[config.mk]
export PLATFORM = sky130hd
export DESIGN_NAME = switch_fault_and_adc_status
export DESIGN_NICKNAME = d
export VERILOG_FILES = /design/src/shared/fault_status_pkg.sv /design/src/hw/switch_fault_and_adc_status.sv /design/src/hw/deglitch_timer.sv
export VERILOG_INCLUDE_DIRS = /design/src /design/src/shared
export SDC_FILE = /design/constraint.sdc
export NUM_CORES = 1
export LEC_CHECK = 0
export ABC_CLOCK_PERIOD_IN_PS = 2100
export BUFFER_PORTS_ARGS = -buffer_cell sky130_fd_sc_hd__buf_2
export CAP_MARGIN = 20
export CORE_ASPECT_RATIO = 1.25
export CORE_UTILIZATION = 25
export DETAILED_ROUTE_END_ITERATION = 8
export HOLD_SLACK_MARGIN = 0.05
export SLEW_MARGIN = 20
export SYNTH_ARGS = -nofsm -noshare
export SYNTH_HDL_FRONTEND = slang
export SYNTH_SLANG_ARGS = --single-unit
[constraint.sdc]
create_clock -name clk -period 2.1 [get_ports clk]
set_clock_uncertainty 0.1 [all_clocks]
set_input_delay 0.42 -clock clk [delete_from_list [all_inputs] [get_ports clk]]
set_output_delay 0.42 -clock clk [all_outputs]
set_load 0.03 [all_outputs]
[src/shared/fault_status_params.svh]
// Constants for the switch fault and conversion status register bank
`ifndef FAULT_STATUS_PARAMS_SVH
`define FAULT_STATUS_PARAMS_SVH

`define ADDR_FAULT_STATUS_LOW   7'h11
`define ADDR_CURRENT_SENSE      7'h12
`define ADDR_TEMPERATURE        7'h13
`define ADDR_VOLTAGE            7'h14

`define BIT_FUSE_TRIP           7
`define BIT_OVERCURRENT         6
`define BIT_DIE_OVERTEMP        5
`define BIT_EXT_OVERTEMP        4
`define BIT_GATE_UNDERVOLT      3
`define BIT_PUMP_LOW            2
`define BIT_WATCHDOG_FAULT      1
`define BIT_BYPASS_DESAT        8
`define BIT_LOW_FRESH           1
`define BIT_HIGH_FRESH          12

`define CURR_LSB                2
`define HIGH_CODE_LSB           13
`define LOW_CODE_LSB            2

`define CLK_PERIOD_NS           5
`define GATE_DEGLITCH_NS        40
`define PUMP_RISE_NS            40
`define GATE_DEGLITCH_CYCLES    ((`GATE_DEGLITCH_NS + `CLK_PERIOD_NS - 1) / `CLK_PERIOD_NS)
`define PUMP_RISE_CYCLES        ((`PUMP_RISE_NS + `CLK_PERIOD_NS - 1) / `CLK_PERIOD_NS)
`define OVC_HOLD_SCALE          8

`endif

[src/shared/fault_status_pkg.sv]
// Types shared by the fault and conversion status register bank
`default_nettype none
package fault_status_pkg;
	typedef logic [23:0] word_type;
	typedef logic [9:0]  code10_type;
	typedef logic [12:0] code13_type;
	typedef enum logic [2:0] {
		lock_unlocked = 3'h1,
		lock_selftest = 3'h2,
		lock_locked   = 3'h4
	} lock_state_type;
endpackage : fault_status_pkg
`default_nettype wire

[src/hw/switch_fault_and_adc_status.sv]
// Fault flags, conversion results and freshness flags read over the serial port
`include "fault_status_params.svh"
`default_nettype none
module switch_fault_and_adc_status (
	input  wire logic                        clk,
	input  wire logic                        rstn,
	// Register read port from the serial frame decoder
	input  wire logic                        read_strobe,
	input  wire logic [6:0]                  read_addr,
	output logic [23:0]                      read_data,
	output logic                             read_valid,
	// Protection and mode events
	input  wire logic                        fuse_trip_event,
	input  wire logic                        overcurrent_avg_above,
	input  wire logic [7:0]                  nominal_trip_time,
	input  wire logic                        die_overtemp_level,
	input  wire logic                        thermistor_below_threshold,
	input  wire logic                        output_on_state,
	input  wire logic                        gate_below_uv,
	input  wire logic                        pump_below_low,
	input  wire logic                        watchdog_failure,
	input  wire logic                        selftest_request,
	input  wire logic                        unlock_sequence,
	input  wire logic                        wakeup_entry,
	// Conversion results
	input  wire logic                        current_new,
	input  wire logic [12:0]                 current_value,
	input  wire logic                        die_temp_new,
	input  wire logic [9:0]                  die_temp_value,
	input  wire logic                        thermistor_new,
	input  wire logic [9:0]                  thermistor_value,
	input  wire logic                        drain_source_new,
	input  wire logic [9:0]                  drain_source_value,
	input  wire logic                        drain_source_selftest,
	input  wire logic                        output_voltage_new,
	input  wire logic [9:0]                  output_voltage_value,
	// Shutdown commands
	output logic                             fet_enable_allowed,
	output logic                             bypass_enable_allowed,
	output logic                             pump_enable_allowed,
	output logic                             locked_mode
);
	// ----------------------------------------------------------------
	// Helpers
	// ----------------------------------------------------------------
	function automatic fault_status_pkg::word_type with_parity(input fault_status_pkg::word_type w);
		fault_status_pkg::word_type r;
		r    = w;
		r[0] = ~(^w[23:1]);
		return r;
	endfunction : with_parity

	function automatic logic set_or_clear(input logic cur, input logic set, input logic clr);
		return set | (cur & ~clr);
	endfunction : set_or_clear

	// ----------------------------------------------------------------
	// Read decode
	// ----------------------------------------------------------------
	logic rd_fault;
	logic rd_curr;
	logic rd_temp;
	logic rd_volt;
	assign rd_fault = read_strobe && (read_addr == `ADDR_FAULT_STATUS_LOW);
	assign rd_curr  = read_strobe && (read_addr == `ADDR_CURRENT_SENSE);
	assign rd_temp  = read_strobe && (read_addr == `ADDR_TEMPERATURE);
	assign rd_volt  = read_strobe && (read_addr == `ADDR_VOLTAGE);

	// ----------------------------------------------------------------
	// Fault flags (die overtemp and pump low follow their levels, the others latch)
	// ----------------------------------------------------------------
	logic fuse_trip_flag;
	logic ext_fet_overtemp_flag;
	logic gate_undervolt_flag;
	logic watchdog_fault_flag;
	logic bypass_desat_flag;
	logic gate_qualified;
	logic pump_low_flag;
	logic die_overtemp_flag;
	logic overcurrent_warning;

	deglitch_timer #(.CYCLES(`GATE_DEGLITCH_CYCLES)) gate_filter (
		.clk      (clk),
		.rstn     (rstn),
		.level    (gate_below_uv && output_on_state),
		.qualified(gate_qualified)
	);

	deglitch_timer #(.CYCLES(`PUMP_RISE_CYCLES)) pump_filter (
		.clk      (clk),
		.rstn     (rstn),
		.level    (pump_below_low),
		.qualified(pump_low_flag)
	);

	// Set wins over a read in the same cycle, so no event is lost
	always_ff @(posedge clk or negedge rstn) begin
		if (!rstn) begin
			fuse_trip_flag        <= 1'b0;
			ext_fet_overtemp_flag <= 1'b0;
			gate_undervolt_flag   <= 1'b0;
			watchdog_fault_flag   <= 1'b0;
			bypass_desat_flag     <= 1'b0;
		end else begin
			fuse_trip_flag        <= set_or_clear(fuse_trip_flag, fuse_trip_event, rd_fault);
			ext_fet_overtemp_flag <= set_or_clear(ext_fet_overtemp_flag, thermistor_below_threshold, rd_fault);
			gate_undervolt_flag   <= set_or_clear(gate_undervolt_flag, gate_qualified, rd_fault);
			watchdog_fault_flag   <= set_or_clear(watchdog_fault_flag,
				watchdog_failure && (lock_state != fault_status_pkg::lock_locked), rd_fault);
			bypass_desat_flag     <= set_or_clear(bypass_desat_flag, wakeup_entry, rd_fault);
		end
	end

	always_ff @(posedge clk or negedge rstn) begin
		if (!rstn) begin
			die_overtemp_flag <= 1'b0;
		end else begin
			die_overtemp_flag <= die_overtemp_level;
		end
	end

	// ----------------------------------------------------------------
	// Overcurrent warning with memory
	// ----------------------------------------------------------------
	// The hold is a simple count standing in for the current-dependent
	// decay; after a trip it scales with the programmed trip time.
	logic [15:0] ovc_hold;
	logic        trip_seen;

	always_ff @(posedge clk or negedge rstn) begin
		if (!rstn) begin
			overcurrent_warning <= 1'b0;
			ovc_hold            <= 16'h0000;
			trip_seen           <= 1'b0;
		end else if (fuse_trip_event || (trip_seen && overcurrent_avg_above)) begin
			// A trip always comes with high current, so it must win or the longer hold is never used
			overcurrent_warning <= overcurrent_warning || overcurrent_avg_above;
			ovc_hold            <= 16'({nominal_trip_time, 3'h0}) + 16'(`OVC_HOLD_SCALE);
			trip_seen           <= 1'b1;
		end else if (overcurrent_avg_above) begin
			overcurrent_warning <= 1'b1;
			ovc_hold            <= 16'(`OVC_HOLD_SCALE);
		end else if (overcurrent_warning || trip_seen) begin
			if (ovc_hold == 16'h0000) begin
				overcurrent_warning <= 1'b0;
				trip_seen           <= 1'b0;
			end else begin
				ovc_hold <= ovc_hold - 16'h0001;
			end
		end
	end

	// ----------------------------------------------------------------
	// Lock state
	// ----------------------------------------------------------------
	fault_status_pkg::lock_state_type lock_state;

	always_ff @(posedge clk or negedge rstn) begin
		if (!rstn) begin
			lock_state <= fault_status_pkg::lock_locked;
		end else begin
			unique case (lock_state)
				fault_status_pkg::lock_unlocked: begin
					if (watchdog_failure)
						lock_state <= fault_status_pkg::lock_locked;
					else if (selftest_request)
						lock_state <= fault_status_pkg::lock_selftest;
				end
				fault_status_pkg::lock_selftest: begin
					if (watchdog_failure)
						lock_state <= fault_status_pkg::lock_locked;
					else if (!selftest_request)
						lock_state <= fault_status_pkg::lock_unlocked;
				end
				fault_status_pkg::lock_locked: begin
					if (unlock_sequence && !watchdog_fault_flag)
						lock_state <= fault_status_pkg::lock_unlocked;
				end
				default: lock_state <= fault_status_pkg::lock_locked;
			endcase
		end
	end

	// ----------------------------------------------------------------
	// Shutdown outputs
	// ----------------------------------------------------------------
	// Built from the registered flags, so outputs lag the flags by one cycle
	always_ff @(posedge clk or negedge rstn) begin
		if (!rstn) begin
			fet_enable_allowed    <= 1'b0;
			bypass_enable_allowed <= 1'b0;
			pump_enable_allowed   <= 1'b0;
			locked_mode           <= 1'b1;
		end else begin
			fet_enable_allowed    <= !fuse_trip_flag && !die_overtemp_flag && !ext_fet_overtemp_flag
				&& !gate_undervolt_flag && !pump_low_flag;
			bypass_enable_allowed <= !fuse_trip_flag && !die_overtemp_flag && !ext_fet_overtemp_flag
				&& !bypass_desat_flag;
			pump_enable_allowed   <= !die_overtemp_flag;
			locked_mode           <= (lock_state == fault_status_pkg::lock_locked);
		end
	end

	// ----------------------------------------------------------------
	// Conversion results and freshness flags
	// ----------------------------------------------------------------
	fault_status_pkg::code13_type current_code;
	fault_status_pkg::code10_type die_temp_code;
	fault_status_pkg::code10_type thermistor_code;
	fault_status_pkg::code10_type drain_source_code;
	fault_status_pkg::code10_type output_voltage_code;

	always_ff @(posedge clk or negedge rstn) begin
		if (!rstn) begin
			current_code        <= 13'h0000;
			die_temp_code       <= 10'h000;
			thermistor_code     <= 10'h000;
			drain_source_code   <= 10'h000;
			output_voltage_code <= 10'h000;
		end else begin
			if (current_new)
				current_code <= current_value;
			if (die_temp_new)
				die_temp_code <= die_temp_value;
			if (thermistor_new)
				thermistor_code <= thermistor_value;
			if (drain_source_new && !drain_source_selftest)
				drain_source_code <= drain_source_value;
			if (output_voltage_new)
				output_voltage_code <= output_voltage_value;
		end
	end

	logic current_fresh_flag;
	logic die_temp_fresh_flag;
	logic thermistor_fresh_flag;
	logic drain_source_fresh_flag;
	logic output_voltage_fresh_flag;

	always_ff @(posedge clk or negedge rstn) begin
		if (!rstn) begin
			current_fresh_flag        <= 1'b0;
			die_temp_fresh_flag       <= 1'b0;
			thermistor_fresh_flag     <= 1'b0;
			drain_source_fresh_flag   <= 1'b0;
			output_voltage_fresh_flag <= 1'b0;
		end else begin
			current_fresh_flag        <= set_or_clear(current_fresh_flag, current_new, rd_curr);
			die_temp_fresh_flag       <= set_or_clear(die_temp_fresh_flag, die_temp_new, rd_temp);
			thermistor_fresh_flag     <= set_or_clear(thermistor_fresh_flag, thermistor_new, rd_temp);
			drain_source_fresh_flag   <= set_or_clear(drain_source_fresh_flag,
				drain_source_new && !drain_source_selftest, rd_volt);
			output_voltage_fresh_flag <= set_or_clear(output_voltage_fresh_flag, output_voltage_new, rd_volt);
		end
	end

	// ----------------------------------------------------------------
	// Read data
	// ----------------------------------------------------------------
	fault_status_pkg::word_type next_read_data;

	always_comb begin
		next_read_data = 24'h000000;
		if (rd_fault) begin
			next_read_data[`BIT_BYPASS_DESAT]   = bypass_desat_flag;
			next_read_data[`BIT_FUSE_TRIP]      = fuse_trip_flag;
			next_read_data[`BIT_OVERCURRENT]    = overcurrent_warning;
			next_read_data[`BIT_DIE_OVERTEMP]   = die_overtemp_flag;
			next_read_data[`BIT_EXT_OVERTEMP]   = ext_fet_overtemp_flag;
			next_read_data[`BIT_GATE_UNDERVOLT] = gate_undervolt_flag;
			next_read_data[`BIT_PUMP_LOW]       = pump_low_flag;
			next_read_data[`BIT_WATCHDOG_FAULT] = watchdog_fault_flag;
		end else if (rd_curr) begin
			next_read_data[`CURR_LSB +: 13]     = current_code;
			next_read_data[`BIT_LOW_FRESH]      = current_fresh_flag;
		end else if (rd_temp) begin
			next_read_data[`HIGH_CODE_LSB +: 10] = die_temp_code;
			next_read_data[`BIT_HIGH_FRESH]      = die_temp_fresh_flag;
			next_read_data[`LOW_CODE_LSB +: 10]  = thermistor_code;
			next_read_data[`BIT_LOW_FRESH]       = thermistor_fresh_flag;
		end else if (rd_volt) begin
			next_read_data[`HIGH_CODE_LSB +: 10] = drain_source_code;
			next_read_data[`BIT_HIGH_FRESH]      = drain_source_fresh_flag;
			next_read_data[`LOW_CODE_LSB +: 10]  = output_voltage_code;
			next_read_data[`BIT_LOW_FRESH]       = output_voltage_fresh_flag;
		end
		next_read_data = with_parity(next_read_data);
	end

	always_ff @(posedge clk or negedge rstn) begin
		if (!rstn) begin
			read_data  <= 24'h000001;
			read_valid <= 1'b0;
		end else begin
			read_valid <= read_strobe;
			if (read_strobe)
				read_data <= next_read_data;
		end
	end
endmodule : switch_fault_and_adc_status
`default_nettype wire

[src/hw/deglitch_timer.sv]
// Qualifies a level that must persist for a number of cycles
`default_nettype none
module deglitch_timer #(
	parameter int CYCLES = 8
) (
	input  wire logic clk,
	input  wire logic rstn,
	input  wire logic level,
	output logic      qualified
);
	logic [15:0] count;

	always_ff @(posedge clk or negedge rstn) begin
		if (!rstn) begin
			count     <= 16'h0000;
			qualified <= 1'b0;
		end else if (!level) begin
			count     <= 16'h0000;
			qualified <= 1'b0;
		end else if (count >= 16'(CYCLES - 1)) begin
			qualified <= 1'b1;
		end else begin
			count <= count + 16'h0001;
		end
	end
endmodule : deglitch_timer
`default_nettype wire

# Yosys cells after proc, flatten, opt, wreduce, memory -nomap -nowiden
# Index checks and enable logic that the tools add are counted.
# word_totals
reg_bits,147
# classes
order_cmp,2
bitwise,25
eq_ne,17
n_mux,30
addsub,4
n_reduce_logical,35
# op_table
op,count
16-bit 2-to-1 mux,8
22-bit 2-to-1 mux,2
16-bit by 1-bit adder with 16-bit output (second input constant),2
16-bit by 3-bit >= comparator with 1-bit output (second input constant),2
7-bit by 5-bit equality test with 1-bit output (second input constant),4
14-bit 2-to-1 mux,2
23-bit parity,1
16-bit zero test,1
8-bit 2-to-1 mux,2
16-bit by 1-bit subtractor with 16-bit output (second input constant),1
3-bit 2-to-1 mux,5
1-bit logical AND,14
11-bit by 4-bit adder with 12-bit output (second input constant),1
3-bit != test (second input constant),4
1-bit AND,10
1-bit 2-to-1 mux,10
1-bit bitwise OR,10
3-bit case mux with 3 select lines,1
1-bit zero test,8
2-bit != test (second input constant),4
3-bit AND reduction,2
3-bit nonzero test,2
1-bit NOT,5
2-bit by 1-bit != test with 1-bit output (second input constant),2
6 further kinds,10

# Longest topological paths before layout
# depth
word_depth,8
depth_mapped,10

# Cells and area by module
# A second synthesis with hierarchy kept.
# hier_totals
cells_unflattened,584
area_unflattened_um2,6859.1
# modules_own_cells
mod,cells_each,seq_area_each_um2,area_per_inst_um2,n_inst
switch_fault_and_adc_status,484,2831.5,5555.3,1
deglitch_timer,50,425.4,651.9,2

# Least setup slack after synthesis
# OpenSTA, ideal clock, no wires.
# synth_path
path_type,input port to flip-flop
startpoint,in read_addr[0]
endpoint,reg read_data[0]
slack_ns,-0.486
setup_ns,0.067
t_arrival_ns,2.419
cell_stages,10
cell_sequence,buf_6 -> or4b_1 -> buf_2 -> nor3_2 -> a221oi_2 -> xnor2_1 -> xnor3_1 -> xnor3_1 -> xnor3_1 -> nor2_1
# synth_between
elab_chain_len,8
# synth_rtl
element,line,source
from (decl),switch_fault_and_adc_status.sv:9,"input wire logic [6:0] read_addr,"
7-bit by 5-bit equality test with 1-bit output (no source line),-,
1-bit logical AND,switch_fault_and_adc_status.sv:67,assign rd_volt = read_strobe && (read_addr == `ADDR_VOLTAGE);
22-bit 2-to-1 mux,switch_fault_and_adc_status.sv:281,end else if (rd_volt) begin
22-bit 2-to-1 mux,switch_fault_and_adc_status.sv:276,end else if (rd_temp) begin
14-bit 2-to-1 mux / 8-bit 2-to-1 mux (equally long branches),switch_fault_and_adc_status.sv:273,end else if (rd_curr) begin
8-bit 2-to-1 mux / 14-bit 2-to-1 mux (equally long branches),switch_fault_and_adc_status.sv:264,if (rd_fault) begin
23-bit parity *,switch_fault_and_adc_status.sv:49,r[0] = ~(^w[23:1]);
1-bit NOT *,switch_fault_and_adc_status.sv:49,
to (signal assigned),switch_fault_and_adc_status.sv:297,read_data <= next_read_data;
to (decl),switch_fault_and_adc_status.sv:10,"output logic [23:0] read_data,"
# Mark *: on every way between the ends. The rest lies on a longest branch, timed or not.
# A chain may end at the register's enable or synchronous reset.

# Worst setup path in the final report
# layout_path
startpoint,in read_addr[5]
endpoint,reg read_data[0]
# Same word-level chain as after synthesis.

==> flow_metrics.tcl <==
set metrics [dict create \
    status "complete, but fails checks" \
    failed_checks "setup timing" \
    critPathRequiredTime_ns 2.36 \
    final_cell_area_um2 8945 \
    cts_buffer_depth 2 \
    design.die.area_um2 27840 \
    drt-initial-drc-count 170 \
    fin_crit_sh 1.093 \
    period_needed_ns 2.296 \
    grt_max_degree 44 \
    io_pins 117 \
    critPathCaptureType "register" \
    die_w_um 149.4 \
    crit_arrival_ns 2.55 \
    cts.sinks 147 \
    crit_slowest_cell "or4bb_1" \
    cts_htree_levels 4 \
    synth_nets 702 \
    grt_pass1_vias 5388 \
    cp_top_family "XOR/XNOR gates" \
    synthCells 609 \
    ys_seq_elements 147 \
    layout.cells.non_filler 1142 \
    place_ws_ns -0.6626 \
    p_per_area_nw_per_um2 783.3 \
    drt-total-wl_um 18200 \
    dr.pass1.iters 5 \
    gp_congestion 0.8151 \
    use_met3 0.02836 \
    clock_latency_ns 0.42 \
    dp_hpwl_um 13910 \
    cp-startpoint "read_addr[5]" \
    drtAntennaViolNets 0 \
    io_buffer_count 115 \
    drv_slew 0 \
    timing.rr.end "read_data[0]" \
    clock-root-buffer "clkbuf_16" \
    r2r_cells 7 \
    ys_seq_area_frac 0.5420 \
    cts_buffers 17 \
    vdd_drop_max_mv 0.3786 \
    crit_path_end "read_data[0]" \
    hold_viol 0 \
    drive_gt1_frac 0.3563 \
    fmax_ghz 0.4356 \
    grt-busiest-layer "met2" \
    timing.hold.ws_ns 0.07209 \
    nets 880 \
    max-cap-violations 0 \
    cp.depth 11 \
    slowest_delay_ns 0.52 \
    synth.largest_area_cell "dfrtp_1" \
    initial_core_util 0.2541 \
    syn_avg_cell_area_um2 11.16 \
    hp-class "input pin to register" \
    synth_top_area_frac 0.5304 \
    reg2reg_slack_ns -0.09 \
    setup_tns_ns -0.1959 \
    p_leak_nw 4.138 \
    antenna_found_initial 1 \
    grt_pass1_wl_um 29410 \
    n_antenna_cell 0 \
    chipHeight_um 186.3 \
    synth_area_leaders "dfrtp_1 (53%), mux2_2 (6.8%), nor2_1 (2.4%), o21ai_0 (2.1%), xnor2_1 (1.9%)" \
    async_flop_share 1.000 \
    grtUsageTotal 0.1390 \
    routed-via-count 5250 \
    fin_ws_ns -0.1959 \
    use_met1 0.1750 \
    gr-total-overflow 0 \
    timing.rr.start "current_fresh_flag" \
    start_kind "input pin" \
    wl_per_cell_um 15.94 \
    syn_area_um2 6794 \
    crit_chain "buf_4 -> or4bb_1 -> buf_6 -> nor3_4 -> a221oi_2 -> xnor2_1 -> xnor2_1 -> buf_4 -> xnor3_1 -> xnor3_1 -> nor2_1" \
    rsz0062_at_grt "true" \
    avgViaCountPerCell 4.597 \
    cts_tree "yes" \
    ys_warn_count 0 \
    path_max_fanout 7 \
    synth_ff_type "dfrtp_1" \
    grtUsageMet2 0.2325 \
    synthToLayoutAreaGrowth_pct 31.66 \
    yosysUniqueCellTypes 62 \
    num_rows 67 \
    core_area_um2 26740 \
    finalSetupViolations 1 \
    synth_edf_count 0 \
    yosysMostFrequentCell "dfrtp_1" \
    clkTransAtPathRegs_ns 0.06 \
    criticalPathCategory "input pin to register" \
    drc_errors 0 \
    dp_cells 1110 \
    placed_area_um2 8265 \
    crit_buf_inv 3 \
    synth_commonest_cells "dfrtp_1 (144), nor2_1 (44), mux2_2 (41)" \
]
## where the power goes
part           switching, W  total [W]  internal (W)
clock               0.00116    0.00306       0.00190
combinational      0.000410   0.000790      0.000380
sequential         0.000146    0.00316       0.00301
## cells by family (layout without fill, tap and decap cells)
| family | count (synthesis) | count (layout) | share of synthesized area |
|---|---|---|---|
| xor+xnor | 29 | 29 | 0.04346 |
| fa+ha+maj | 5 | 5 | 0.009208 |
| flops | 147 | 147 | 0.5420 |
| compound gates | 124 | 124 | 0.1256 |
| other cells | 1 | 1 | 0.0005520 |
| simple gates | 201 | 201 | 0.1696 |
| buf+inv | 59 | 247 | 0.03867 |
| mux | 43 | 43 | 0.07090 |
## worst register-to-register path, stage by stage (launching register included)
cell and delay [ns]:
dfrtp_1 0.40, or3_1 0.35, a32oi_1 0.26, xor2_1 0.21
xnor2_1 0.15, xnor2_1 0.14, xnor3_1 0.40, nor2_1 0.11
## cells in the final DEF (no fill, tap or decap), types with 10 or more instances in the layout
| cell | count |
|---|---|
| a21oi_1 | 16 |
| a31oi_1 | 13 |
| and2_1 | 15 |
| and3_1 | 15 |
| buf_2 | 113 |
| buf_4 | 62 |
| clkbuf_16 | 17 |
| dfrtp_1 | 144 |
| inv_1 | 34 |
| mux2_2 | 41 |
| nand2_1 | 32 |
| nand2b_1 | 17 |
| nand3_1 | 16 |
| nor2_1 | 43 |
| nor2b_1 | 10 |
| o21ai_0 | 28 |
| xnor2_1 | 15 |
| xor2_1 | 11 |
## state kept, by name (all words and copies together), names as in the netlist, 3 cells and up
signal	flops
pump_filter.count	16
ovc_hold	16
thermistor_code	10
gate_filter.count	16
read_data	23
drain_source_code	10
current_code	13
lock_state	3
die_temp_code	10
output_voltage_code	10
## area by class of cell
type	instances	area (um^2)
tap	345	431.7
timing repair buffer	184	1165
inverter	34	127.6
multi-input combinational	403	2950
clock inverter	10	135.1
sequential	147	3682
clock buffer	19	452.9
fill	2686	17800
## layer usage
layer | vias up | wire (um)
met2 | 117 | 9149
met4 | 2 | 335
li1 | 2527 | -
met1 | 2583 | 8072
met5 | - | 8
met3 | 21 | 637
## how the worst min path moves through the flow
stage                               start  depth (start not counted)  slack (ns)                     to
4_1_cts        thermistor_below_threshold                          2        0.05  ext_fet_overtemp_flag
3_5_place_dp                         rstn                          1        0.31          lock_state[0]
2_1_floorplan                        rstn                          0        0.02      bypass_desat_flag
5_1_grt        thermistor_below_threshold                          2        0.07  ext_fet_overtemp_flag
3_3_place_gp                         rstn                          1        0.30          lock_state[1]
6_report       thermistor_below_threshold                          2        0.07  ext_fet_overtemp_flag
## through the flow
| step | util | total power, W |
|---|---|---|
| 2_1_floorplan | - | 0.003603 |
| 3_3_place_gp | 0.3091 | 0.003972 |
| 3_5_place_dp | 0.3091 | 0.003989 |
| 4_1_cts | 0.3325 | 0.007094 |
| 5_1_grt | 0.3345 | 0.007316 |
| 6_report | 0.3345 | 0.007006 |
## what timing repair did
action / CTS / global route
resized for setup: 4 / 8
endpoints found under the hold margin: 37 / 0
hold buffers: 2 / 0
setup buffers: 0 / 1
pin swaps: 2 / 2
setup endpoints to repair: 1 / 13
Note: power is estimated with default switching activity, not from simulation.
